$ cat config.mk
export PLATFORM = sky130hd
export DESIGN_NAME = dst_split_timer
export DESIGN_NICKNAME = d
export VERILOG_FILES = /design/src/logic/dst_pkg.sv /design/src/logic/dst_byte_counter.sv /design/src/logic/dst_split_timer.sv
export SDC_FILE = /design/constraint.sdc
export NUM_CORES = 1
export LEC_CHECK = 0
export BUFFER_PORTS_ARGS = -buffer_cell sky130_fd_sc_hd__buf_2
export CAP_MARGIN = 5
export CORE_AREA = 2 2 158 98
export CTS_CLUSTER_DIAMETER = 40
export DETAILED_ROUTE_END_ITERATION = 16
export DIE_AREA = 0 0 160 100
export PLACE_DENSITY_LB_ADDON = 0.25
export SLEW_MARGIN = 20
export SYNTH_ARGS = -nofsm -noshare
export SYNTH_HDL_FRONTEND = slang
export SYNTH_SLANG_ARGS = --single-unit
$ cat constraint.sdc
create_clock -name clock -period 2.9 [get_ports clock]
set_clock_uncertainty 0.15 [all_clocks]
set_input_delay 0.435 -clock clock [delete_from_list [all_inputs] [get_ports clock]]
set_output_delay 0.435 -clock clock [all_outputs]
set_load 0.1 [all_outputs]
$ cat src/logic/dst_pkg.sv
/*
  Constants for the dual 8-bit split timer: register offsets, field positions,
  reset values, command encodings and the prescaler width.
  Assumes byte-wide registers reached over a plain strobe port.
*/
package dst_pkg;

  // ----------------------------------------------------------------
  // Register offsets
  // ----------------------------------------------------------------
  localparam logic [5:0] prescale_and_enable_addr    = 6'h00;
  localparam logic [5:0] compare_output_enables_addr = 6'h01;
  localparam logic [5:0] forced_output_values_addr   = 6'h02;
  localparam logic [5:0] split_select_addr           = 6'h03;
  localparam logic [5:0] command_clear_addr          = 6'h04;
  localparam logic [5:0] command_set_addr            = 6'h05;
  localparam logic [5:0] interrupt_enables_addr      = 6'h0A;
  localparam logic [5:0] interrupt_flags_addr        = 6'h0B;
  localparam logic [5:0] low_counter_value_addr      = 6'h20;
  localparam logic [5:0] high_counter_value_addr     = 6'h21;
  localparam logic [5:0] low_period_addr             = 6'h26;
  localparam logic [5:0] high_period_addr            = 6'h27;
  localparam logic [5:0] compare_base_addr           = 6'h28;
  localparam logic [5:0] compare_last_addr           = 6'h2D;

  // ----------------------------------------------------------------
  // Fields and reset values
  // ----------------------------------------------------------------
  localparam int enable_bit           = 0;
  localparam int divider_lsb          = 1;
  localparam int split_bit            = 0;
  localparam int command_lsb          = 2;
  localparam int target_lsb           = 0;
  localparam int high_field_lsb       = 4;
  localparam int flag_low_underflow   = 0;
  localparam int flag_high_underflow  = 1;
  localparam int flag_compare_lsb     = 4;
  localparam logic [7:0] reg_reset    = 8'h00;
  localparam logic [7:0] period_reset = 8'hFF;
  localparam logic [7:0] prescale_and_enable_mask   = 8'h0F;
  localparam logic [7:0] channel_mask = 8'h77;
  localparam logic [7:0] target_mask  = 8'h03;
  localparam logic [7:0] flag_mask    = 8'h73;

  // ----------------------------------------------------------------
  // Command encodings
  // ----------------------------------------------------------------
  localparam logic [1:0] cmd_none    = 2'h0;
  localparam logic [1:0] cmd_restart = 2'h2;
  localparam logic [1:0] cmd_reset   = 2'h3;

  // Prescaler counter width; the timer picks a tap for each divider code, and code 0 counts every cycle.
  localparam int prescale_width = 10;

endpackage

$ cat src/logic/dst_byte_counter.sv
/*
  One 8-bit down-counter of the split timer with three compare channels.
  Assumes a one-cycle count enable from the shared prescaler.
*/
`timescale 1ns/1ps
module dst_byte_counter
(
  input  wire logic       clock,
  input  wire logic       nrst,
  input  wire logic       count_tick,
  input  wire logic       restart,
  input  wire logic       hard_reset,
  input  wire logic       write_count,
  input  wire logic [7:0] write_data,
  input  wire logic [7:0] period,
  input  wire logic [7:0] compare0,
  input  wire logic [7:0] compare1,
  input  wire logic [7:0] compare2,
  output logic      [7:0] count,
  output logic            underflow,
  output logic      [2:0] match
);

  // ----------------------------------------------------------------
  // Counter
  // ----------------------------------------------------------------
  // A bus write wins over count, restart and hard reset in the same cycle.
  always_ff @(posedge clock or negedge nrst)
  begin
    if (!nrst)
      count <= dst_pkg::reg_reset;
    else if (write_count)
      count <= write_data;
    else if (hard_reset)
      count <= dst_pkg::reg_reset;
    else if (restart)
      count <= period;
    else if (count_tick)
      count <= (count == 8'h00) ? period : count - 8'h01;
  end

  // Underflow is the tick that leaves BOTTOM.
  assign underflow = count_tick && !write_count && !restart && !hard_reset && (count == 8'h00);

  // ----------------------------------------------------------------
  // Compare
  // ----------------------------------------------------------------
  assign match[0] = (count == compare0);
  assign match[1] = (count == compare1);
  assign match[2] = (count == compare2);

endmodule

$ cat src/logic/dst_split_timer.sv
/*
  Control, command and flag logic of a 16-bit timer in split mode, run as two
  8-bit down-counters, with waveform outputs and an interrupt request.
  Assumes software on a plain byte register port; read data one cycle later.
*/
// Implementation choice: strobed register access.
`timescale 1ns/1ps
module dst_split_timer
(
  input  wire logic       clock,
  input  wire logic       nrst,
  input  wire logic [5:0] address,
  input  wire logic [7:0] write_data,
  input  wire logic       write_strobe,
  input  wire logic       read_strobe,
  input  wire logic [2:0] waveform_mode_active,
  output logic      [7:0] read_data,
  output logic      [5:0] waveform_pin_n,
  output logic      [5:0] waveform_pin_override,
  output logic            interrupt_request
);

  // ----------------------------------------------------------------
  // Registers
  // ----------------------------------------------------------------
  logic [7:0] prescale_and_enable;
  logic [7:0] compare_output_enables;
  logic [7:0] forced_output_values;
  logic [7:0] split_select;
  logic [1:0] command_target;
  logic [7:0] interrupt_enables;
  logic [7:0] interrupt_flags;
  logic [7:0] low_period;
  logic [7:0] high_period;
  logic [7:0] compare_value [0:5];
  logic [9:0] prescale_count;
  logic       count_tick;
  logic [7:0] low_counter_value;
  logic [7:0] high_counter_value;
  logic       low_underflow;
  logic       high_underflow;
  logic [2:0] low_compare_match;
  logic [5:0] waveform_level;
  logic [7:0] next_flags;
  logic [7:0] next_read;
  logic       wr_clear;
  logic       wr_set;
  logic [1:0] cmd_code;
  logic [1:0] cmd_sel;
  logic       enabled;
  logic       dual_byte_counter_select;
  logic [1:0] restart_sel;
  logic [1:0] hard_reset_sel;

  assign enabled                  = prescale_and_enable[dst_pkg::enable_bit];
  assign dual_byte_counter_select = split_select[dst_pkg::split_bit];
  // One decoder serves both command registers.
  assign wr_clear                 = write_strobe && (address == dst_pkg::command_clear_addr);
  assign wr_set                   = write_strobe && (address == dst_pkg::command_set_addr);

  always_ff @(posedge clock or negedge nrst)
  begin
    if (!nrst)
    begin
      prescale_and_enable    <= dst_pkg::reg_reset;
      compare_output_enables <= dst_pkg::reg_reset;
      forced_output_values   <= dst_pkg::reg_reset;
      split_select           <= dst_pkg::reg_reset;
      interrupt_enables      <= dst_pkg::reg_reset;
      low_period             <= dst_pkg::period_reset;
      high_period            <= dst_pkg::period_reset;
    end
    else if (write_strobe)
    begin
      case (address)
        dst_pkg::prescale_and_enable_addr:    prescale_and_enable    <= write_data & dst_pkg::prescale_and_enable_mask;
        dst_pkg::compare_output_enables_addr: compare_output_enables <= write_data & dst_pkg::channel_mask;
        dst_pkg::forced_output_values_addr:   forced_output_values   <= write_data & dst_pkg::channel_mask;
        dst_pkg::split_select_addr:           split_select           <= {7'h00, write_data[0]};
        dst_pkg::interrupt_enables_addr:      interrupt_enables      <= write_data & dst_pkg::flag_mask;
        dst_pkg::low_period_addr:             low_period             <= write_data;
        dst_pkg::high_period_addr:            high_period            <= write_data;
        default:                              ;
      endcase
    end
  end

  always_ff @(posedge clock or negedge nrst)
  begin
    if (!nrst)
    begin
      for (int i = 0; i < 6; i++)
        compare_value[i] <= dst_pkg::reg_reset;
    end
    else if (write_strobe && address >= dst_pkg::compare_base_addr && address <= dst_pkg::compare_last_addr)
    begin
      // Even offsets are low channels, odd ones high.
      compare_value[3'(address - dst_pkg::compare_base_addr)] <= write_data;
    end
  end

  // ----------------------------------------------------------------
  // Command registers
  // ----------------------------------------------------------------
  // Only the target field is stored; the command field acts once and is gone.
  always_ff @(posedge clock or negedge nrst)
  begin
    // Set and clear never come together on the bus.
    if (!nrst)
    begin
      command_target <= 2'h0;
    end
    else if (wr_set)
    begin
      command_target <= command_target | write_data[1:0];
    end
    else if (wr_clear)
    begin
      command_target <= command_target & ~write_data[1:0];
    end
  end

  assign cmd_code = write_data[dst_pkg::command_lsb +: 2];
  // The command applies to the target as written in the same access.
  assign cmd_sel  = write_data[dst_pkg::target_lsb +: 2];

  // A clear write with a command acts the same as a set write with it.
  always_comb
  begin
    restart_sel    = 2'b00;
    hard_reset_sel = 2'b00;
    if ((wr_set || wr_clear) && dual_byte_counter_select)
    begin
      case (cmd_code)
        dst_pkg::cmd_restart: restart_sel = cmd_sel;
        // Hard reset of a running timer is refused.
        dst_pkg::cmd_reset:   hard_reset_sel = enabled ? 2'b00 : cmd_sel;
        default:              ;
      endcase
    end
  end

  // ----------------------------------------------------------------
  // Prescaler
  // ----------------------------------------------------------------
  always_ff @(posedge clock or negedge nrst)
  begin
    // Restart zeroes the prescaler for a full first period.
    if (!nrst)
    begin
      prescale_count <= 10'h000;
    end
    else if (!enabled || restart_sel != 2'b00)
    begin
      prescale_count <= 10'h000;
    end
    else
    begin
      prescale_count <= prescale_count + 10'h001;
    end
  end

  // A tick fires when all bits below the selected tap are ones.
  always_comb
  begin
    case (prescale_and_enable[dst_pkg::divider_lsb +: 3])
      3'h0:    count_tick = 1'b1;
      3'h1:    count_tick = &prescale_count[0:0];
      3'h2:    count_tick = &prescale_count[1:0];
      3'h3:    count_tick = &prescale_count[2:0];
      3'h4:    count_tick = &prescale_count[3:0];
      3'h5:    count_tick = &prescale_count[5:0];
      3'h6:    count_tick = &prescale_count[7:0];
      3'h7:    count_tick = &prescale_count[9:0];
      default: count_tick = 1'b0;
    endcase
    // No counting outside split mode; 16-bit mode is absent.
    count_tick = count_tick && enabled && dual_byte_counter_select;
  end

  // ----------------------------------------------------------------
  // Counters
  // ----------------------------------------------------------------
  dst_byte_counter low_counter
  (
    .clock       (clock),
    .nrst        (nrst),
    .count_tick  (count_tick),
    .restart     (restart_sel[0]),
    .hard_reset  (hard_reset_sel[0]),
    .write_count (write_strobe && address == dst_pkg::low_counter_value_addr),
    .write_data  (write_data),
    .period      (low_period),
    .compare0    (compare_value[0]),
    .compare1    (compare_value[2]),
    .compare2    (compare_value[4]),
    .count       (low_counter_value),
    .underflow   (low_underflow),
    .match       (low_compare_match)
  );

  // High compares raise no flag here; match is left open.
  dst_byte_counter high_counter
  (
    .clock       (clock),
    .nrst        (nrst),
    .count_tick  (count_tick),
    .restart     (restart_sel[1]),
    .hard_reset  (hard_reset_sel[1]),
    .write_count (write_strobe && address == dst_pkg::high_counter_value_addr),
    .write_data  (write_data),
    .period      (high_period),
    .compare0    (compare_value[1]),
    .compare1    (compare_value[3]),
    .compare2    (compare_value[5]),
    .count       (high_counter_value),
    .underflow   (high_underflow),
    .match       ()
  );

  // ----------------------------------------------------------------
  // Flags and interrupt
  // ----------------------------------------------------------------
  // A standing match sets its flag again after a clear.
  // Set wins over a clear arriving in the same cycle, so no event is lost.
  always_comb
  begin
    next_flags = interrupt_flags;
    if (write_strobe && address == dst_pkg::interrupt_flags_addr)
      next_flags = next_flags & ~(write_data & dst_pkg::flag_mask);
    if (dual_byte_counter_select)
    begin
      next_flags[dst_pkg::flag_compare_lsb +: 3] =
        next_flags[dst_pkg::flag_compare_lsb +: 3] | low_compare_match;
      next_flags[dst_pkg::flag_high_underflow] =
        next_flags[dst_pkg::flag_high_underflow] | high_underflow;
      next_flags[dst_pkg::flag_low_underflow] =
        next_flags[dst_pkg::flag_low_underflow] | low_underflow;
    end
  end

  always_ff @(posedge clock or negedge nrst)
  begin
    if (!nrst)
    begin
      interrupt_flags <= dst_pkg::reg_reset;
    end
    else
    begin
      interrupt_flags <= next_flags;
    end
  end

  // Plain level request; no edge shaping here.
  assign interrupt_request = |(interrupt_flags & interrupt_enables);

  // ----------------------------------------------------------------
  // Waveform outputs
  // ----------------------------------------------------------------
  // Low channels sit at bits 2:0, high channels at bits 6:4 of the registers.
  // The generator here is a plain compare level; the pin mux lives outside.
  // Forced levels follow each disabled cycle.
  always_ff @(posedge clock or negedge nrst)
  begin
    if (!nrst)
      waveform_level <= 6'h00;
    else if (!enabled)
      waveform_level <= {forced_output_values[6:4], forced_output_values[2:0]};
    else if (count_tick)
      waveform_level <= {high_counter_value > compare_value[5], high_counter_value > compare_value[3],
                         high_counter_value > compare_value[1], low_counter_value > compare_value[4],
                         low_counter_value > compare_value[2], low_counter_value > compare_value[0]};
  end

  assign waveform_pin_n = waveform_level;

  // Override needs both the enable bit and a waveform mode on that side.
  assign waveform_pin_override = {compare_output_enables[6:4] & {3{waveform_mode_active[1]}},
                                  compare_output_enables[2:0] & {3{waveform_mode_active[0]}}};

  // ----------------------------------------------------------------
  // Read port
  // ----------------------------------------------------------------
  always_comb
  begin
    case (address)
      dst_pkg::prescale_and_enable_addr:    next_read = prescale_and_enable;
      dst_pkg::compare_output_enables_addr: next_read = compare_output_enables;
      dst_pkg::forced_output_values_addr:   next_read = forced_output_values;
      dst_pkg::split_select_addr:           next_read = split_select;
      dst_pkg::command_clear_addr,
      dst_pkg::command_set_addr:            next_read = {6'h00, command_target};
      dst_pkg::interrupt_enables_addr:      next_read = interrupt_enables;
      dst_pkg::interrupt_flags_addr:        next_read = interrupt_flags;
      dst_pkg::low_counter_value_addr:      next_read = low_counter_value;
      dst_pkg::high_counter_value_addr:     next_read = high_counter_value;
      dst_pkg::low_period_addr:             next_read = low_period;
      dst_pkg::high_period_addr:            next_read = high_period;
      default:
        if (address >= dst_pkg::compare_base_addr && address <= dst_pkg::compare_last_addr)
          next_read = compare_value[3'(address - dst_pkg::compare_base_addr)];
        else
          next_read = 8'h00;
    endcase
  end

  always_ff @(posedge clock or negedge nrst)
  begin
    // Idle cycles read zero, so a stale byte is not retaken.
    if (!nrst)
    begin
      read_data <= 8'h00;
    end
    else if (read_strobe)
    begin
      read_data <= next_read;
    end
    else
    begin
      read_data <= 8'h00;
    end
  end

endmodule

### Word level (Yosys, flattened, before mapping)

Index checks and enable logic that the tools add are counted.

| cells by class | value |
|---|---|
| add/sub/neg operators | 4 |
| magnitude comparators | 10 |
| equality and inequality tests | 24 |
| multiplexer cells | 33 |
| bitwise logic cells | 12 |
| reduce and logical (&&, ||, !) cells | 52 |

Operator list:

| cell | number |
|---|---|
| $mux W8 | 15 |
| $pmux W8 S11 | 1 |
| $bwmux W48 | 1 |
| $gt A8 B8 Y1 | 6 |
| $bmux W8 S3 | 1 |
| $demux W8 S3 | 1 |
| $eq A6 B6 Y1 const B | 4 |
| $eq A8 B8 Y1 | 3 |
| $logic_and A1 B1 Y1 | 20 |
| $logic_not A8 Y1 | 2 |
| $mux W2 | 8 |
| $reduce_and A2 Y1 | 8 |
| $sub A8 B1 Y8 const B | 2 |
| $eq A3 B3 Y1 const B | 4 |
| $eq A6 B2 Y1 const B | 2 |
| $eq A6 B3 Y1 const B | 2 |
| $eq A6 B4 Y1 const B | 2 |
| $mux W6 | 2 |
| $add A10 B1 Y10 const B | 1 |
| $mux W10 | 1 |
| $reduce_and A10 Y1 | 1 |
| $and A8 B7 Y8 | 1 |
| $and A8 B8 Y8 | 1 |
| $not A7 Y8 | 1 |
| 32 further kinds | 45 |

| storage, ports and cells | value |
|---|---|
| flip-flop bits (word level) | 136 |
| input port bits | 21 |
| output and inout port bits | 21 |
| logic and storage cells | 156 |

### Logic depth before layout (Yosys ltp)

Gate-level depths: netlist of run 1.

| logic depth | value |
|---|---|
| depth after elaboration | 11 |
| mapped depth | 9 |
| gate-level depth less buffers | 8 |

### Cells and area by module

Synthesis of run 1 repeated with hierarchy kept, for this count alone.

| second synthesis, totals | value |
|---|---|
| cells, all modules | 843 |
| area, all modules | 8946.1 um^2 |

By module, submodules not included:

| module | times used | cells an instance | area each (um^2) | seq. area each (um^2) |
|---|---|---|---|---|
| dst_split_timer | 1 | 629 | 6951.7 | 2947.8 |
| dst_byte_counter | 2 | 107 | 997.2 | 200.2 |

### Least setup slack after synthesis of run 1

Ideal clock, no wire load.

| path | value |
|---|---|
| kind | in2reg |
| start point | input address[2] |
| end point | register low_counter.count[0] |
| setup time | 118 ps |
| arrival | 2152 ps |
| data required time | 2632 ps |
| path slack | 480 ps |
| stages | 8 |
| buffers on the path | 3 |
| cells stage by stage | buf_6 -> or4b_1 -> buf_2 -> nor4_4 -> a31oi_2 -> buf_6 -> a32o_1 -> a21o_1 |

| between the ends | value |
|---|---|
| word-level cells in the longest chain between the ends | 8 |
| elaborated cells between the ends (all ways) | 14 |
| classes of those cells | eq/ne: 3; mux: 5; reduce/logical: 6 |

Ends and longest elaborated chain:

| item | RTL line | source |
|---|---|---|
| from (decl) | dst_split_timer.sv:12 | `input wire logic [5:0] address,` |
| $eq A6 B3 Y1, on equally long branches | dst_split_timer.sv:59, dst_split_timer.sv:58 |  |
| $logic_and A1 B1 Y1, on equally long branches | dst_split_timer.sv:59, dst_split_timer.sv:58 |  |
| $logic_or A1 B1 Y1 | dst_split_timer.sv:132 | `if ((wr_set \|\| wr_clear) && dual_byte_counter_select)` |
| $logic_and A1 B1 Y1 | dst_split_timer.sv:132 |  |
| $mux W2 | dst_split_timer.sv:132 |  |
| $mux W8 | dst_byte_counter.sv:36 | `else if (restart)` |
| $mux W8 | dst_byte_counter.sv:34 | `else if (hard_reset)` |
| $mux W8 | dst_byte_counter.sv:32 | `else if (write_count)` |
| to (signal assigned) | dst_byte_counter.sv:33 | `count <= write_data;` |
| to (signal assigned) | dst_byte_counter.sv:35 | `count <= dst_pkg::reg_reset;` |
| to (signal assigned) | dst_byte_counter.sv:37 | `count <= period;` |
| to (decl) | dst_byte_counter.sv:19 | `output logic [7:0] count,` |

Several ways; a longest one is shown, not always the timed one.
A chain may end at the register's enable or synchronous reset.

### Final worst setup path of run 1

| path | value |
|---|---|
| start point | register prescale_count[0] |
| end point | register interrupt_flags[1] |

| between the ends | value |
|---|---|
| word-level cells in the longest chain between the ends | 10 |
| elaborated cells between the ends (all ways) | 15 |
| classes of those cells | mux: 2; bitwise: 1; reduce/logical: 12 |

Ends and longest elaborated chain:

| item | RTL line | source |
|---|---|---|
| from (decl) | dst_split_timer.sv:36 | `logic [9:0] prescale_count;` |
| from (signal assigned) | dst_split_timer.sv:159 | `prescale_count <= prescale_count + 10'h001;` |
| $reduce_and A10 Y1, or another cell as far along | dst_split_timer.sv:174 | `3'h7: count_tick = &prescale_count[9:0];` |
| $pmux W1 S8 (*) | dst_split_timer.sv:166 | `case (prescale_and_enable[dst_pkg::divider_lsb +: 3])` |
| $logic_and A1 B1 Y1 (*) (2 in a row) | dst_split_timer.sv:178 | `count_tick = count_tick && enabled && dual_byte_counter_select;` |
| $logic_and A1 B1 Y1 (*) (4 in a row) | dst_byte_counter.sv:43 | `assign underflow = count_tick && !write_count && !restart && !hard_reset && (count == 8'h00);` |
| $or A1 B1 Y1 (*) | dst_split_timer.sv:236 | `next_flags[dst_pkg::flag_high_underflow] \| high_underflow;` |
| $mux W2 (*) | dst_split_timer.sv:231 | `if (dual_byte_counter_select)` |
| via next_flags[1] | dst_split_timer.sv:44 | `logic [7:0] next_flags;` |
| to (signal assigned) | dst_split_timer.sv:246 | `interrupt_flags <= dst_pkg::reg_reset;` |
| to (signal assigned) | dst_split_timer.sv:250 | `interrupt_flags <= next_flags;` |
| to (decl) | dst_split_timer.sv:32 | `logic [7:0] interrupt_flags;` |

Mark *: on every way through the listed nets, which the timed path passes. The rest lies on a longest branch.

==> results.json, run 1 <==
{
  "critPathKind": "reg2reg",
  "whs_ps": 242,
  "num_vias": 6748,
  "die_y_um": 100,
  "power_mw": 7.30,
  "synth-seq-cells": 133,
  "synth_ff_type": "dfrtp_1",
  "rr_endpoint": "interrupt_flags[1]",
  "fmax_mhz": 375,
  "ff2ff_setup_slack_ps": 230,
  "clock_latency_ps": 420,
  "final_core_util": 0.608,
  "holdBufCountCts": 1,
  "ys_seq_area_frac": 0.425,
  "yosysWarningCount": 0,
  "synth_top_area_share": 0.371,
  "pin_count": 42,
  "synth_top_family_by_area": "compound AO/OA/AOI/OAI gates",
  "cp_max_fo": 13,
  "dp_hpwl_mm": 17.6,
  "clk_path_buf_depth": 2,
  "grt_pass1_wl_mm": 38.3,
  "grt_max_degree": 79,
  "gp_congestion": 0.970,
  "async_flop_share": 1.00,
  "dr.pass1.iters": 10,
  "setup_viol": 0,
  "synth_xor_xnor_area_share": 0.0200,
  "layout_min_cycle_time_ps": 2670,
  "dp.cells": 1033,
  "hold_path_depth": 2,
  "powerDensity_nw_per_um2": 811,
  "portBuffers": 40,
  "numCtsBuffers": 17,
  "arrival_ps": 2860,
  "postCtsResizedCells": 0,
  "postCtsSetupBuffers": 0,
  "yosys.area_share.simple": 0.149,
  "drt-total-wl_mm": 24.5,
  "synth-edff-count": 0,
  "synth_common_cells": "dfrtp_1 (117), nand2_1 (86), inv_1 (59), ha_1 (54), mux2_2 (52)",
  "nets": 925,
  "overflow": 0,
  "initialDrtViolationCount": 1038,
  "initial_core_util": 0.532,
  "fin_setup_tns_ps": 0,
  "worstMarginPinSlew_ps": 742,
  "postSynthCellCount": 795,
  "cp_top_family": "compound AO/OA/AOI/OAI gates",
  "hp-class": "in2reg",
  "fin_cells": 1066,
  "period_share": 0.920,
  "synth_top_cell_by_area": "dfrtp_1",
  "critPathRequiredTime_ps": 3090,
  "synth_compound_area_frac": 0.156,
  "dieArea_sq_um": 16000,
  "rsz0062_at_grt": "false",
  "drc": 0,
  "max-cap-violations": 0,
  "viasPerCell": 6.33,
  "die_x_um": 160,
  "reg2reg_depth": 9,
  "crit_buf_inv": 1,
  "critPathSlowestCell": "nor4_1",
  "grt_use_total": 0.318,
  "syn_avg_cell_area_sq_um": 9.91,
  "min_to": "prescale_and_enable[3]",
  "p_leak_nw": 4.23,
  "synthMuxAreaShare": 0.114,
  "fillCellCount": 1246,
  "peakVddDrop_uv": 371,
  "areaGrowthSynthToFinish_pct": 14.3,
  "antenna_found_initial": 1,
  "netlist_area_sq_um": 7880,
  "synth_area_leaders": "dfrtp_1 (37%), ha_1 (8.6%), mux2_2 (7.4%), dfstp_2 (5.3%), nand2_1 (4.1%)",
  "fp.coreArea_sq_um": 14800,
  "cpPeakStageDelay_ps": 520,
  "cts.sinks": 133,
  "hold_viol": 0,
  "wire_per_inst_um": 23.0,
  "start_kind": "flop",
  "grt_pass1_vias": 6704,
  "h-tree-depth": 4,
  "clk_pin_slew_worst_paths_ps": 70,
  "drive_gt1_frac": 0.221,
  "status": "finished, final reports clean",
  "end_kind": "flop",
  "slew_viol_final": 0,
  "diodes": 0,
  "slew_headroom": 0.505,
  "crit_path_frequent_cell": "ha_1",
  "cts_tree": "done",
  "path_cells": "ha_1, ha_1, mux2i_1, o221ai_1, o211ai_1, buf_4, nor4_1, nor2_1, o21ai_0",
  "rr_startpoint": "prescale_count[0]",
  "hold_start": "write_data[3]",
  "ant_nets": 0,
  "num_rows": 35,
  "synth_fa_ha_area_frac": 0.0857,
  "synthMostInstantiatedCell": "dfrtp_1",
  "synth_nets": 870,
  "synth_cell_type_count": 56,
  "root_buffer": "clkbuf_16"
}
[layout make-up]
type	count	area, sq um	share of cell area
Clock buffer	18	429	0.0477
Clock inverter	14	141	0.0157
Multi-Input combinational cell	564	4140	0.460
Timing Repair Buffer	75	472	0.0524
Tap cell	203	254	0.0282
Sequential cell	133	3350	0.372
Inverter	59	221	0.0246
[power breakdown]
part | switching [mW] | leakage, nW | internal, mW
Clock | 0.921 | 0.267 | 1.20
Sequential | 0.586 | 1.59 | 2.21
Combinational | 1.37 | 2.38 | 1.02
[sequential cells by signal, summed over array words and instances (netlist names), named ones only]
name and flops:
prescale_count 10, waveform_pin_n 6, high_period 8, low_counter.count 8, interrupt_enables 5, prescale_and_enable 4
interrupt_flags 5, compare_output_enables 6, high_counter.count 8, read_data 8, split_select 1, low_period 8
compare_value 48, forced_output_values 6
[logic make-up after synthesis]
| group | count (synthesis) |
|---|---|
| and+or+nand+nor | 236 |
| AOI/OAI and AO/OA | 184 |
| DFF | 133 |
| buffers and inverters | 98 |
| muxes | 72 |
| adders and majority gates | 54 |
| xor gates and xnor gates | 18 |
[layout by cell type (no fill, tap or decap), drive strengths merged, types with 11 or more instances in the layout]
cell type	instances
nor2b	11
a22oi	21
a21oi	24
inv	66
nand2	86
nand4	19
mux2i	11
buf	74
dfrtp	117
a21o	14
dfstp	16
nor2	51
nand2b	16
ha	54
o21ai	52
clkbuf	18
mux2	52
a31oi	17
nand3	18
[stage by stage]
stage	instance area, sq um	setup slack (ps)
final	9010	231
after global routing	9010	187
after detailed placement	8430	235
after CTS	9010	325
after global placement	8430	309
after floorplan	7880	480
[routing by layer]
layer	vias up	GRT usage	routed length (um)
met4	2	0.123	845
met5	-	0	11
met1	3263	0.454	10600
met2	412	0.466	10300
met3	92	0.0864	2770
li1	2979	-	-
[how the worst max path moves through the flow]
stage	cells after the start	from	slack, ps	to
floorplan	8	address[2]	480	low_counter.count[0]
global placement	7	address[1]	310	low_counter.count[0]
detailed placement	7	address[1]	240	low_counter.count[0]
CTS	9	prescale_count[0]	320	interrupt_flags[1]
global route	9	prescale_count[0]	190	interrupt_flags[1]
finish	9	prescale_count[0]	230	interrupt_flags[1]
[worst register-to-register path: stages (launching register included)]
cell and delay [ps]:
dfrtp_1 420, ha_1 230, ha_1 160, mux2i_1 70, o221ai_1 170, o211ai_1 310
buf_4 300, nor4_1 520, nor2_1 90, o21ai_0 170
(Power assumes the default switching activity.)
==> inputs of run 2 (changes only) <==
- CORE_AREA: 2 2 158 98 -> 2 2 168 104
- DIE_AREA: 0 0 160 100 -> 0 0 170 106
- SYNTH_HIERARCHICAL: default -> 1
==> results.json, run 2 <==
{
  "status": "finished, final reports clean",
  "cp_top_family": "simple AND/OR/NAND/NOR gates",
  "synth_nets": 885,
  "clk_pin_slew_worst_paths_ps": 60,
  "layout_min_cycle_time_ps": 2490,
  "diodes": 0,
  "pin_count": 42,
  "hp-class": "in2reg",
  "dr.pass1.iters": 7,
  "reg_top3": "compare_value x48, prescale_count x10",
  "setup_viol": 0,
  "fp.coreArea_sq_um": 16700,
  "grt_pass1_vias": 6818,
  "postPlaceCellArea_sq_um": 9160,
  "gp_congestion": 1.05,
  "die_y_um": 106,
  "peakVddDrop_uv": 404,
  "dp_hpwl_mm": 19.0,
  "cp_max_fo": 18,
  "p_leak_nw": 4.34,
  "clk_path_buf_depth": 2,
  "fillCellCount": 1382,
  "period_share": 0.858,
  "crit_path_frequent_cell": "ha_1",
  "viasPerCell": 6.44,
  "layout_commonest_cell": "dfrtp_1",
  "cpPeakStageDelay_ps": 440,
  "wire_per_inst_um": 24.1,
  "clock_latency_ps": 420,
  "postSynthCellCount": 810,
  "critPathRequiredTime_ps": 3110,
  "critPathKind": "reg2reg",
  "die_x_um": 170,
  "grt_max_degree": 60,
  "layout_common_cells": "dfrtp_1 (117), mux2_2 (82), inv_1 (56)",
  "reg2reg_depth": 10,
  "cts.sinks": 133,
  "overflow": 0,
  "end_kind": "flop",
  "cp.depth": 10,
  "drt-total-wl_mm": 26.2,
  "hold_viol": 0,
  "postCtsSetupBuffers": 0,
  "yosysWarningCount": 6,
  "root_buffer": "clkbuf_16",
  "critPathSlowestCell": "nor4bb_1",
  "fin_setup_tns_ps": 0,
  "nets": 938,
  "syn_avg_cell_area_sq_um": 10.7,
  "num_rows": 37,
  "arrival_ps": 2690,
  "grt_use_total": 0.301,
  "worstMarginPinSlew_ps": 723,
  "cts_tree": "done",
  "hold_path_depth": 3,
  "areaGrowthSynthToFinish_pct": 12.2,
  "num_vias": 7011,
  "ant_nets": 0,
  "drc": 0,
  "rsz0062_at_grt": "false",
  "netlist_area_sq_um": 8690,
  "start_kind": "flop",
  "h-tree-depth": 4,
  "fmax_mhz": 402,
  "crit_buf_inv": 3,
  "grt_pass1_wl_mm": 40.4,
  "drive_gt1_frac": 0.293,
  "initialDrtViolationCount": 844,
  "slew_viol_final": 0,
  "dieArea_sq_um": 18000,
  "numCtsBuffers": 17,
  "max-cap-violations": 0,
  "slew_headroom": 0.505,
  "antenna_found_initial": 0,
  "largest_register_ffs": 48,
  "top_register": "compare_value",
  "powerDensity_nw_per_um2": 790,
  "path_cells": "ha_1, ha_1, mux2i_1, a311oi_1, nand3_1, inv_1, buf_12, nor4bb_1, buf_4, a22o_1",
  "postLayoutCellArea_sq_um": 9750,
  "portBuffers": 40,
  "initial_core_util": 0.521
}
## run 2: layer usage
| metal | share of wire | up-vias | routed length (um) | GRT usage |
|---|---|---|---|---|
| li1 | - | 3073 | - | - |
| met1 | 0.44 | 3457 | 11500 | 0.437 |
| met2 | 0.43 | 419 | 11200 | 0.441 |
| met3 | 0.11 | 62 | 2860 | 0.0797 |
| met4 | 0.024 | 0 | 632 | 0.0904 |
| met5 | 0 | - | 0 | 0 |
## run 2: cell type report
type                            instances  area [sq um]  area share
Tap cell                              214           268      0.0275
Multi-Input combinational cell        577          4810       0.493
Inverter                               56           210      0.0216
Timing Repair Buffer                   78           532      0.0545
Clock inverter                         12           130      0.0133
Clock buffer                           19           453      0.0465
Sequential cell                       133          3350       0.343
## run 2: final timing paths
check	startpoint	endpoint	slack, ps
max in group asynchronous	nrst	low_period[2]	1470
min in group asynchronous	nrst	prescale_count[6]	400
max reg2reg	prescale_count[0]	interrupt_flags[1]	410
min	read_strobe	read_data[3]	210
max	prescale_count[0]	interrupt_flags[1]	410
min reg2reg	prescale_count[0]	prescale_count[0]	350
## run 2: power breakdown
group          switching [mW]  total (mW)  internal (mW)
clock                   0.847        2.15           1.30
sequential              0.593        2.76           2.17
combinational            1.54        2.79           1.24
total                    2.99        7.70           4.72
## run 2: through the flow
| step | instances | hold WS, ps | total power [mW] | worst slack, ps | util |
|---|---|---|---|---|---|
| final | 1089 | 209 | 7.70 | 412 | 0.585 |
| after global routing | 1089 | 183 | 8.12 | 306 | 0.585 |
| after CTS | 1089 | 193 | 7.68 | 448 | 0.585 |
| after detailed placement | 1057 | 300 | 5.51 | 239 | 0.549 |
| after global placement | 1057 | 294 | 5.33 | 306 | 0.549 |
| after floorplan | 810 | -10.6 | 4.82 | 428 | - |
## run 2: what timing repair did
action                                 in CTS  in global routing
gates resized for setup                     0                  0
endpoints found under the hold margin      48                  0
hold buffers                                1                  0
## run 2: worst min-delay path, stage by stage
cell,delay [ps]
buf_2,160
inv_1,80
a31oi_1,60
